<file path="src/include/mss_pkg.sv">
package mss_pkg;
  // Time base
  localparam int unsigned CLK_PERIOD_NS = 50;
  localparam int unsigned MS_NS         = 1000000;
  localparam int unsigned MS_CYCLES     = MS_NS / CLK_PERIOD_NS;
  localparam int unsigned S_MS          = 1000;
  localparam logic [9:0]  S_MS_LAST     = 10'(S_MS - 1);
  localparam logic [13:0] WAIT_MAX      = 14'h2710;

  typedef enum logic [1:0] {
    MODE_SINGLE,
    MODE_CYCLE,
    MODE_SWITCH,
    MODE_SEQ
  } mss_mode_t;

  localparam logic [3:0] SRC_MULTI = 4'h2;

  typedef struct packed {
    logic [13:0] rsv_hi;
    logic        unit_s;
    logic        restart;
    logic [2:0]  rsv_mid;
    logic [4:0]  end_seg;
    logic [1:0]  rsv_lo;
    mss_mode_t   mode;
    logic [3:0]  src;
  } mss_ctrl_t;

  localparam logic [31:0] CTRL_MASK  = 32'h0003_1F3F;
  localparam mss_ctrl_t   CTRL_RESET = '{mode: MODE_CYCLE, end_seg: 5'h01, default: '0};

  // Register map, byte addresses in the low 12 address bits
  localparam logic [11:0] ADDR_CTRL   = 12'h000;
  localparam logic [11:0] ADDR_STATUS = 12'h004;
  localparam logic [11:0] ADDR_SPEED  = 12'h008;
  localparam logic [11:0] ADDR_POS    = 12'h00C;
  localparam logic [3:0]  SEG_PAGE    = 4'h1;

  // Word order inside one segment's four-word block
  localparam logic [1:0] PAR_DISP  = 2'h0;
  localparam logic [1:0] PAR_SPEED = 2'h1;
  localparam logic [1:0] PAR_RAMP  = 2'h2;
  localparam logic [1:0] PAR_WAIT  = 2'h3;
  localparam logic [2:0] PAR_DONE  = 3'h4;
  localparam logic [4:0] DIV_LAST  = 5'h0F;

  localparam int unsigned MEM_AW = 6;
  localparam int unsigned MEM_DW = 32;
endpackage

</file>
<file path="src/include/mss_mem_if.sv">
`timescale 1ns/1ps
interface mss_mem_if;
  logic                        we;
  logic [mss_pkg::MEM_AW-1:0]  waddr;
  logic [mss_pkg::MEM_DW-1:0]  wdata;
  logic [mss_pkg::MEM_AW-1:0]  raddr;
  logic [mss_pkg::MEM_DW-1:0]  rdata;
  modport mem  (input we, waddr, wdata, raddr, output rdata);
  modport user (output we, waddr, wdata, raddr, input rdata);
endinterface

</file>
<file path="src/rtl/mss_seg_mem.sv">
`timescale 1ns/1ps
module mss_seg_mem (
  input  wire logic clk_i,
  input  wire logic arst_n_i,
  mss_mem_if.mem    mif
);
  typedef struct packed {
    logic [(1 << mss_pkg::MEM_AW)-1:0][mss_pkg::MEM_DW-1:0] mem;
    logic [mss_pkg::MEM_DW-1:0]                               rd;
  } mss_mem_st_t;

  mss_mem_st_t s_ff;
  mss_mem_st_t nxt_s;

  always_comb
  begin
    nxt_s = s_ff;
    // Read sees the old word on a same-cycle write; the next load picks up the new one
    nxt_s.rd = s_ff.mem[mif.raddr];
    if (mif.we)
    begin
      nxt_s.mem[mif.waddr] = mif.wdata;
    end
  end

  always_ff @(posedge clk_i or negedge arst_n_i)
  begin
    if (!arst_n_i)
      s_ff <= '0;
    else
      s_ff <= nxt_s;
  end

  assign mif.rdata = s_ff.rd;
endmodule

</file>
<file path="src/rtl/mss_sync.sv">
`timescale 1ns/1ps
module mss_sync #(
  parameter int unsigned W = 5
) (
  input  wire logic         clk_i,
  input  wire logic         arst_n_i,
  input  wire logic [W-1:0] d_i,
  output logic      [W-1:0] q_o
);
  typedef struct packed {
    logic [W-1:0] s1;
    logic [W-1:0] s2;
    logic [W-1:0] s3;
    logic [W-1:0] q;
  } mss_sync_st_t;

  mss_sync_st_t s_ff;
  mss_sync_st_t nxt_s;

  always_comb
  begin
    nxt_s    = s_ff;
    nxt_s.s1 = d_i;
    nxt_s.s2 = s_ff.s1;
    nxt_s.s3 = s_ff.s2;
    // A change counts only once two stages agree
    if (s_ff.s2 == s_ff.s3)
      nxt_s.q = s_ff.s3;
  end

  always_ff @(posedge clk_i or negedge arst_n_i)
  begin
    if (!arst_n_i)
      s_ff <= '0;
    else
      s_ff <= nxt_s;
  end

  assign q_o = s_ff.q;
endmodule

</file>
<file path="src/rtl/mss_sequencer.sv">
// Chosen here: the address map and the APB slave port.
`timescale 1ns/1ps
module mss_sequencer #(
  parameter int unsigned MS_CYCLES = mss_pkg::MS_CYCLES
) (
  input  wire logic        clk_i,
  input  wire logic        arst_n_i,
  input  wire logic        psel,
  input  wire logic        penable,
  input  wire logic        pwrite,
  input  wire logic [31:0] paddr,
  input  wire logic [31:0] pwdata,
  output logic      [31:0] prdata,
  output logic             pready,
  output logic             pslverr,
  input  wire logic        segment_trigger_input_i,
  input  wire logic        segment_select_bit0_i,
  input  wire logic        segment_select_bit1_i,
  input  wire logic        segment_select_bit2_i,
  input  wire logic        segment_select_bit3_i,
  output logic      [31:0] ref_speed_o,
  output logic      [31:0] ref_pos_o,
  output logic             seg_active_o,
  output logic      [3:0]  seg_index_o
);
  typedef enum logic [2:0] {
    ST_IDLE,
    ST_LOAD,
    ST_DIV,
    ST_RUN,
    ST_WAIT,
    ST_DONE
  } mss_state_t;

  typedef struct packed {
    mss_state_t         st;
    mss_pkg::mss_ctrl_t ctrl;
    logic [3:0]         seg;
    logic [2:0]         p;
    logic               mine;
    logic               dir;
    logic [31:0]        rem;
    logic [15:0]        tgt;
    logic [15:0]        ramp;
    logic [15:0]        step;
    logic [15:0]        spd;
    logic [13:0]        wait_v;
    logic [13:0]        wcnt;
    logic [16:0]        drem;
    logic [4:0]         dcnt;
    logic [31:0]        brake;
    logic [31:0]        pos;
    logic [31:0]        vout;
    logic [9:0]         scnt;
    logic [15:0]        mscnt;
    logic               tick;
    logic               intr;
    logic               trig_q;
  } mss_st_t;

  mss_st_t    s_ff;
  mss_st_t    nxt_s;
  logic [4:0] in_s;
  logic       trig_s;
  logic [3:0] sel_s;
  logic [11:0] addr;
  logic       seg_area;
  logic       steal;
  logic       wr_acc;
  logic       last_seg;
  logic       lvl_mode;
  logic       active;

  mss_mem_if mif ();

  mss_seg_mem u_mem (
    .clk_i    (clk_i),
    .arst_n_i (arst_n_i),
    .mif      (mif)
  );

  mss_sync #(.W(5)) u_sync (
    .clk_i    (clk_i),
    .arst_n_i (arst_n_i),
    .d_i      ({segment_select_bit3_i, segment_select_bit2_i, segment_select_bit1_i,
                segment_select_bit0_i, segment_trigger_input_i}),
    .q_o      (in_s)
  );

  function automatic logic [3:0] f_end_idx(input logic [4:0] e);
    if (e == 5'h00)
      return 4'h0;
    else if (e > 5'h10)
      return 4'hF;
    else
      return 4'(e - 5'h01);
  endfunction

  function automatic logic [31:0] f_min32(input logic [31:0] a, input logic [31:0] b);
    return (a < b) ? a : b;
  endfunction

  assign trig_s   = in_s[0];
  assign sel_s    = in_s[4:1];
  assign addr     = paddr[11:0];
  assign seg_area = (addr[11:8] == mss_pkg::SEG_PAGE);
  assign wr_acc   = psel && penable && pwrite;
  // Bus reads of segment words steal the memory read port for one cycle; loading stalls then
  assign steal    = psel && !penable && !pwrite && seg_area;
  assign last_seg = (s_ff.seg == f_end_idx(s_ff.ctrl.end_seg));
  assign lvl_mode = (s_ff.ctrl.mode != mss_pkg::MODE_SWITCH);
  assign active   = (s_ff.st == ST_LOAD) || (s_ff.st == ST_DIV) || (s_ff.st == ST_RUN) || (s_ff.st == ST_WAIT);

  // Segment words writable at any time, taken at the next segment load
  assign mif.we    = wr_acc && seg_area;
  assign mif.waddr = addr[7:2];
  assign mif.wdata = pwdata;
  assign mif.raddr = steal ? addr[7:2] : {s_ff.seg, s_ff.p[1:0]};

  always_comb
  begin
    logic [16:0] r;
    logic [15:0] stp;
    logic [15:0] nspd;
    logic [31:0] mv;
    logic        fin;
    r    = '0;
    stp  = '0;
    nspd = '0;
    mv   = '0;
    fin  = 1'b0;
    nxt_s        = s_ff;
    nxt_s.trig_q = trig_s;
    nxt_s.mine   = (s_ff.st == ST_LOAD) && !steal;
    nxt_s.tick   = 1'b0;
    if (s_ff.mscnt == 16'(MS_CYCLES - 1))
    begin
      nxt_s.mscnt = '0;
      nxt_s.tick  = 1'b1;
    end
    else
      nxt_s.mscnt = s_ff.mscnt + 16'h0001;
    if (wr_acc && addr == mss_pkg::ADDR_CTRL)
      nxt_s.ctrl = mss_pkg::mss_ctrl_t'(pwdata & mss_pkg::CTRL_MASK);

    if (s_ff.ctrl.src != mss_pkg::SRC_MULTI)
    begin
      nxt_s.st    = ST_IDLE;
      nxt_s.spd   = '0;
      nxt_s.brake = '0;
      nxt_s.intr  = 1'b0;
    end
    else if (lvl_mode && !trig_s && active)
    begin
      // No deceleration ramp on enable loss
      nxt_s.st    = ST_IDLE;
      nxt_s.spd   = '0;
      nxt_s.brake = '0;
      nxt_s.intr  = 1'b1;
    end
    else
    begin
      unique case (s_ff.st)
        ST_IDLE:
        begin
          nxt_s.p = '0;
          if (!lvl_mode && trig_s && !s_ff.trig_q)
          begin
            nxt_s.seg = sel_s;
            nxt_s.st  = ST_LOAD;
          end
          else if (lvl_mode && trig_s)
          begin
            nxt_s.intr = 1'b0;
            nxt_s.st   = ST_LOAD;
            nxt_s.seg  = '0;
            if (s_ff.intr && !s_ff.ctrl.restart && !last_seg)
              nxt_s.seg = s_ff.seg + 4'h1;
            else if (s_ff.intr && !s_ff.ctrl.restart && s_ff.ctrl.mode != mss_pkg::MODE_CYCLE)
              nxt_s.st = ST_DONE;
          end
        end
        ST_LOAD:
        begin
          if (s_ff.mine && s_ff.p != 3'h0)
          begin
            unique case (2'(s_ff.p - 3'h1))
              mss_pkg::PAR_DISP:
              begin
                nxt_s.dir = mif.rdata[31];
                nxt_s.rem = mif.rdata[31] ? 32'(-mif.rdata) : mif.rdata;
              end
              mss_pkg::PAR_SPEED: nxt_s.tgt = mif.rdata[15:0];
              mss_pkg::PAR_RAMP:  nxt_s.ramp = mif.rdata[15:0];
              mss_pkg::PAR_WAIT:
                nxt_s.wait_v = (mif.rdata > 32'(mss_pkg::WAIT_MAX)) ? mss_pkg::WAIT_MAX : mif.rdata[13:0];
            endcase
          end
          if (s_ff.p == mss_pkg::PAR_DONE)
          begin
            nxt_s.st   = ST_DIV;
            nxt_s.dcnt = '0;
            nxt_s.drem = '0;
            nxt_s.step = s_ff.tgt;
          end
          else if (!steal)
            nxt_s.p = s_ff.p + 3'h1;
        end
        ST_DIV:
        begin
          // Speed step per millisecond = plateau / ramp time
          r = {s_ff.drem[15:0], s_ff.step[15]};
          if (r >= {1'b0, s_ff.ramp})
          begin
            nxt_s.drem = r - {1'b0, s_ff.ramp};
            nxt_s.step = {s_ff.step[14:0], 1'b1};
          end
          else
          begin
            nxt_s.drem = r;
            nxt_s.step = {s_ff.step[14:0], 1'b0};
          end
          nxt_s.dcnt = s_ff.dcnt + 5'h01;
          if (s_ff.dcnt == mss_pkg::DIV_LAST)
            nxt_s.st = ST_RUN;
        end
        ST_RUN:
        begin
          stp = (s_ff.step == 16'h0000) ? 16'h0001 : s_ff.step;
          if (s_ff.rem == 32'h0000_0000 || s_ff.tgt == 16'h0000)
            fin = 1'b1;
          else if (s_ff.tick)
          begin
            // Braking distance mirrors the distance covered while ramping up
            if (!(s_ff.ctrl.mode == mss_pkg::MODE_SEQ && !last_seg) && s_ff.rem <= s_ff.brake)
              nspd = (s_ff.spd <= stp) ? 16'h0001 : s_ff.spd - stp;
            else if (s_ff.spd < s_ff.tgt)
            begin
              nspd = (17'(s_ff.spd) + 17'(stp) >= 17'(s_ff.tgt)) ? s_ff.tgt : s_ff.spd + stp;
              nxt_s.brake = s_ff.brake + 32'(nspd);
            end
            else if (s_ff.spd > s_ff.tgt)
              nspd = (s_ff.spd - s_ff.tgt <= stp) ? s_ff.tgt : s_ff.spd - stp;
            else
              nspd = s_ff.spd;
            mv        = f_min32(32'(nspd), s_ff.rem);
            nxt_s.spd = nspd;
            nxt_s.pos = s_ff.dir ? s_ff.pos - mv : s_ff.pos + mv;
            nxt_s.rem = s_ff.rem - mv;
            fin       = (s_ff.rem == mv);
          end
          if (fin)
          begin
            nxt_s.p = '0;
            if (s_ff.ctrl.mode == mss_pkg::MODE_SEQ && !last_seg)
            begin
              // Speed and braking distance carry into the next segment
              nxt_s.seg = s_ff.seg + 4'h1;
              nxt_s.st  = ST_LOAD;
            end
            else
            begin
              nxt_s.spd   = '0;
              nxt_s.brake = '0;
              if (!lvl_mode)
                nxt_s.st = ST_IDLE;
              else if (last_seg && s_ff.ctrl.mode != mss_pkg::MODE_CYCLE)
                nxt_s.st = ST_DONE;
              else
              begin
                nxt_s.st   = ST_WAIT;
                nxt_s.wcnt = s_ff.wait_v;
                nxt_s.scnt = '0;
              end
            end
          end
        end
        ST_WAIT:
        begin
          if (s_ff.wcnt == 14'h0000)
          begin
            nxt_s.st  = ST_LOAD;
            nxt_s.p   = '0;
            nxt_s.seg = last_seg ? 4'h0 : s_ff.seg + 4'h1;
          end
          else if (s_ff.tick)
          begin
            if (!s_ff.ctrl.unit_s)
              nxt_s.wcnt = s_ff.wcnt - 14'h0001;
            else if (s_ff.scnt == mss_pkg::S_MS_LAST)
            begin
              nxt_s.scnt = '0;
              nxt_s.wcnt = s_ff.wcnt - 14'h0001;
            end
            else
              nxt_s.scnt = s_ff.scnt + 10'h001;
          end
        end
        ST_DONE:
        begin
          if (!trig_s || !lvl_mode)
            nxt_s.st = ST_IDLE;
        end
        default: nxt_s.st = ST_IDLE;
      endcase
    end
    nxt_s.vout = nxt_s.dir ? -32'(nxt_s.spd) : 32'(nxt_s.spd);
  end

  always_ff @(posedge clk_i or negedge arst_n_i)
  begin
    if (!arst_n_i)
    begin
      s_ff      <= '0;
      s_ff.ctrl <= mss_pkg::CTRL_RESET;
    end
    else
      s_ff <= nxt_s;
  end

  always_comb
  begin
    prdata  = '0;
    pslverr = 1'b0;
    if (seg_area)
      prdata = mif.rdata;
    else if (addr == mss_pkg::ADDR_CTRL)
      prdata = 32'(s_ff.ctrl);
    else if (addr == mss_pkg::ADDR_STATUS)
      prdata = 32'({s_ff.seg, s_ff.intr, s_ff.st == ST_DONE, s_ff.st == ST_WAIT, active});
    else if (addr == mss_pkg::ADDR_SPEED)
      prdata = s_ff.vout;
    else if (addr == mss_pkg::ADDR_POS)
      prdata = s_ff.pos;
    else
      pslverr = psel && penable;
  end

  assign pready       = 1'b1;
  assign ref_speed_o  = s_ff.vout;
  assign ref_pos_o    = s_ff.pos;
  assign seg_active_o = active;
  assign seg_index_o  = s_ff.seg;
endmodule

</file>
<file path="config.mk">
export PLATFORM = sky130hd
export DESIGN_NAME = mss_sequencer
export DESIGN_NICKNAME = d
export VERILOG_FILES = /design/src/include/mss_pkg.sv /design/src/include/mss_mem_if.sv /design/src/rtl/mss_seg_mem.sv /design/src/rtl/mss_sync.sv /design/src/rtl/mss_sequencer.sv
export SDC_FILE = /design/constraint.sdc
export NUM_CORES = 2
export LEC_CHECK = 0
export ABC_AREA = 1
export CAP_MARGIN = 5
export CORE_MARGIN = 3
export CORE_UTILIZATION = 64
export CTS_BUF_LIST = sky130_fd_sc_hd__clkbuf_4 sky130_fd_sc_hd__clkbuf_8 sky130_fd_sc_hd__clkbuf_16
export CTS_CLUSTER_SIZE = 40
export DETAILED_ROUTE_END_ITERATION = 8
export DONT_BUFFER_PORTS = 1
export PLACE_DENSITY = 0.79
export SLEW_MARGIN = 20
export SYNTH_ARGS = -nofsm -noshare
export SYNTH_HDL_FRONTEND = slang
export SYNTH_SLANG_ARGS = --single-unit
export TNS_END_PERCENT = 20
</file>
<file path="constraint.sdc">
create_clock -name clk_i -period 10.15 [get_ports clk_i]
set_input_delay 0 -clock clk_i [delete_from_list [all_inputs] [get_ports clk_i]]
set_output_delay 0 -clock clk_i [all_outputs]
set_load 0.02 [all_outputs]
</file>
==> impl_metrics.toml <==
[critical_path]
r2r-start = "s_ff[194]"
cp_max_fo = 11
endpoint = "ref_speed_o[15]"
cp.depth = 59
worstSetupPathType = "register to register"
cp.arrival_ns = 10.24
required_ns = 10.85
cp_top_family = "simple AND/OR/NAND/NOR gates"
start_kind = "register"
cp-end-kind = "register"
cp_slowest_stage_delay_ns = 0.57
r2r_end = "ref_speed_o[15]"
worstSetupStartpoint = "s_ff[194]"
path_common_cell = "nand2_1"
reg2regPathDepth = 59
rrSetupSlack_ns = 0.61
crit_buf_inv = 8
cp_slowest_cell = "or4_1"

[route]
via_per_inst = 6.59
wl_met2_um = 179000
drtIter0Drc = 16100
top_layer = "met5"
route.met3.wl_um = 50400
drt_wl_total_um = 408000
final_antenna_net_count = 0
wl_met1_um = 152000
via_count = 107000
dr.pass1.iters = 9
wire_per_inst_um = 25.1
drcViolationCount = 1

[yosys]
yosys.area.top_type = "dfrtp_1"
synth_cell_type_count = 76
synth.most_common_cell = "o21ai_0"
synth_area_sq_mm = 0.116
synth_top_area_share_pct = 51.6
syn_nets = 14500
synth-main-ff-cell = "dfrtp_1"
seq_area_frac_synth_pct = 51.6
ys_warn_count = 0
yosys-top-cells-count = "o21ai_0, nand2_1, dfrtp_1"
synth.area.top_cells = "dfrtp_1, o21ai_0, nand2_1"
syn_area_per_cell_sq_um = 8.18
synth_cells = 14200
synth_edf_count = 0
async_reset_ff_share_pct = 100
synth-seq-cells = 2393

[sta]
finalHoldViolCount = 0
timing.fmax_ghz = 0.105
period_needed_ns = 9.54
fin_ws_ns = 0.611
relSlewSlack_pct = 19.5
drv_slew = 0
whs_ns = 0.0966
rsz0062_at_grt = "false"
worst_pin_slew_ns = 1.23
finalClockSkew_ns = 0.0856
setup_violations = 0
fin_tns_setup_ns = 0
period_share_pct = 94.0

[run_status]
status = "finished, violations left"
violations = "design-rule violations"

[floorplan]
start_util_pct = 64.7
row_count = 155
die-area_sq_mm = 0.186
die_w_um = 432
core_sq_mm = 0.179
die_h_um = 432
pin_count = 177

[clock_tree]
cts_sinks = 2393
clockBufferDepth = 3
cts_made_buffers = 236
cts_tree = "yes"
root_buffer = "clkbuf_16"
clk_pin_slew_ns = 0.06
clock_latency_ns = 0.90
htree_levels = 4

[global_routing]
antenna_found_initial = 27
grt-ovfl-total = 0
grt_max_degree = 194
grt_pass1_vias = 101000
grt_pass1_wl_um = 616000
grt_use_total_pct = 43.2

[finish]
final_layout_size_suffix_gt1_share_pct = 7.58
nNetsFinal = 14000
stdcell_area_sq_mm = 0.127
instances_no_fill = 16300
syn_to_final_growth_pct = 9.32
fin_util_pct = 70.7

[flow_run]
cap_violations = 0

[power_and_ir_drop]
vdd_drop_max_mv = 0.205
power_density_mw_per_mm2 = 157
p_leak_nw = 59.1
total_power_mw = 19.9

[place]
dp_slack_ns = 0.212
place.port_buffers = 0
placed_cell_area_sq_mm = 0.118
place.gp.congestion = 1.00
dp_cells = 15700
hpwl_um = 235000

[worst_hold_path]
min_from = "pwrite"
hold_path_class = "input pin to register"
[report_power, final]
| group | internal [mW] | leakage [nW] | switching [mW] |
|---|---|---|---|
| clock network | 5.35 | 4.15 | 3.85 |
| registers | 9.59 | 33.3 | 0.0461 |
| logic | 0.216 | 21.6 | 0.805 |
[flip-flops by register name, indices dropped and copies added, names as in the netlist, 5 cells and up]
| name | flops |
|---|---|
| u_mem.s_ff | 2048 |
| s_ff | 226 |
| ref_pos_o | 32 |
| u_mem.mif.rdata | 32 |
| ref_speed_o | 31 |
| u_sync.nxt_s | 10 |
| u_sync.q_o | 5 |
| u_sync.s_ff | 5 |
[worst register-to-register path, delay by kind of cell, from the launching register on]
family | cells | cell delay (ns)
fa+ha+maj | 5 | 1.32
simple gates | 34 | 4.26
xor+xnor | 1 | 0.25
buf+inv | 8 | 1.09
compound gates | 11 | 2.06
flops | 1 | 0.39
[worst min path at each step]
stage	end	slack [ns]	cells past startpoint
5_1_grt	s_ff[284]	0.12	4
3_3_place_gp	u_mem.s_ff[1453]	-0.02	1
3_5_place_dp	u_mem.s_ff[1453]	-0.02	1
4_1_cts	u_mem.s_ff[1892]	0.02	5
2_1_floorplan	ref_pos_o[0]	-0.30	0
6_report	s_ff[284]	0.1	4
[layout by cell type (no fill, tap or decap), types with 14 or more instances in the layout]
cell type and n:
o21ai_0 3618, nand2_1 2814, dfrtp_1 2391, nor2_1 1511, o22ai_1 552, inv_1 507
buf_4 394, a21oi_1 250, clkbuf_16 240, ha_1 223, nand3_1 194, o221ai_1 150
xor2_1 106, nand2_2 66, clkbuf_4 62, dlygate4sd3_1 60, clkbuf_8 57, nor3_1 53
nand4_1 49, o21ai_1 47, clkinv_2 45, xnor2_1 43, a31oi_1 41, o211ai_1 41
inv_2 31, clkinv_1 27, nor4_1 22, buf_12 22, o21bai_1 18, o2111ai_1 18
bufinv_16 17, diode_2 14
[logic make-up after synthesis]
group	Yosys count	share of synthesized area, %
and+or+nand+nor	4771	16.1
AOI/OAI and AO/OA	4844	22.5
buffers and inverters	1784	6.04
adders and majority gates	231	2.54
muxes	1	0.00971
xor gates and xnor gates	149	1.13
other	1	0.00323
DFF	2393	51.6
[routing by layer]
layer / GRT usage (%) / vias to the layer above
li1: - / 46900
met1: 57.6 / 51700
met2: 65.3 / 7174
met3: 10.3 / 1374
met4: 24.5 / 4
met5: 0 / -
[area by class of cell]
class	instances	area, sq um
Clock buffer	359	7260
Sequential cell	2393	59900
Inverter	574	2190
Multi-Input combinational cell	9997	49400
Fill cell	13900	52400
Antenna cell	14	35.0
Clock inverter	80	965
Timing Repair Buffer	479	4070
Tap cell	2355	2950
[repair_timing]
item,in CTS,in global routing
hold buffers,61,0
setup endpoints to repair,0,95
setup buffers,0,7
resized for setup,0,27
hold endpoints to repair,2943,0
No activity file was read; power rests on OpenSTA's default activity.
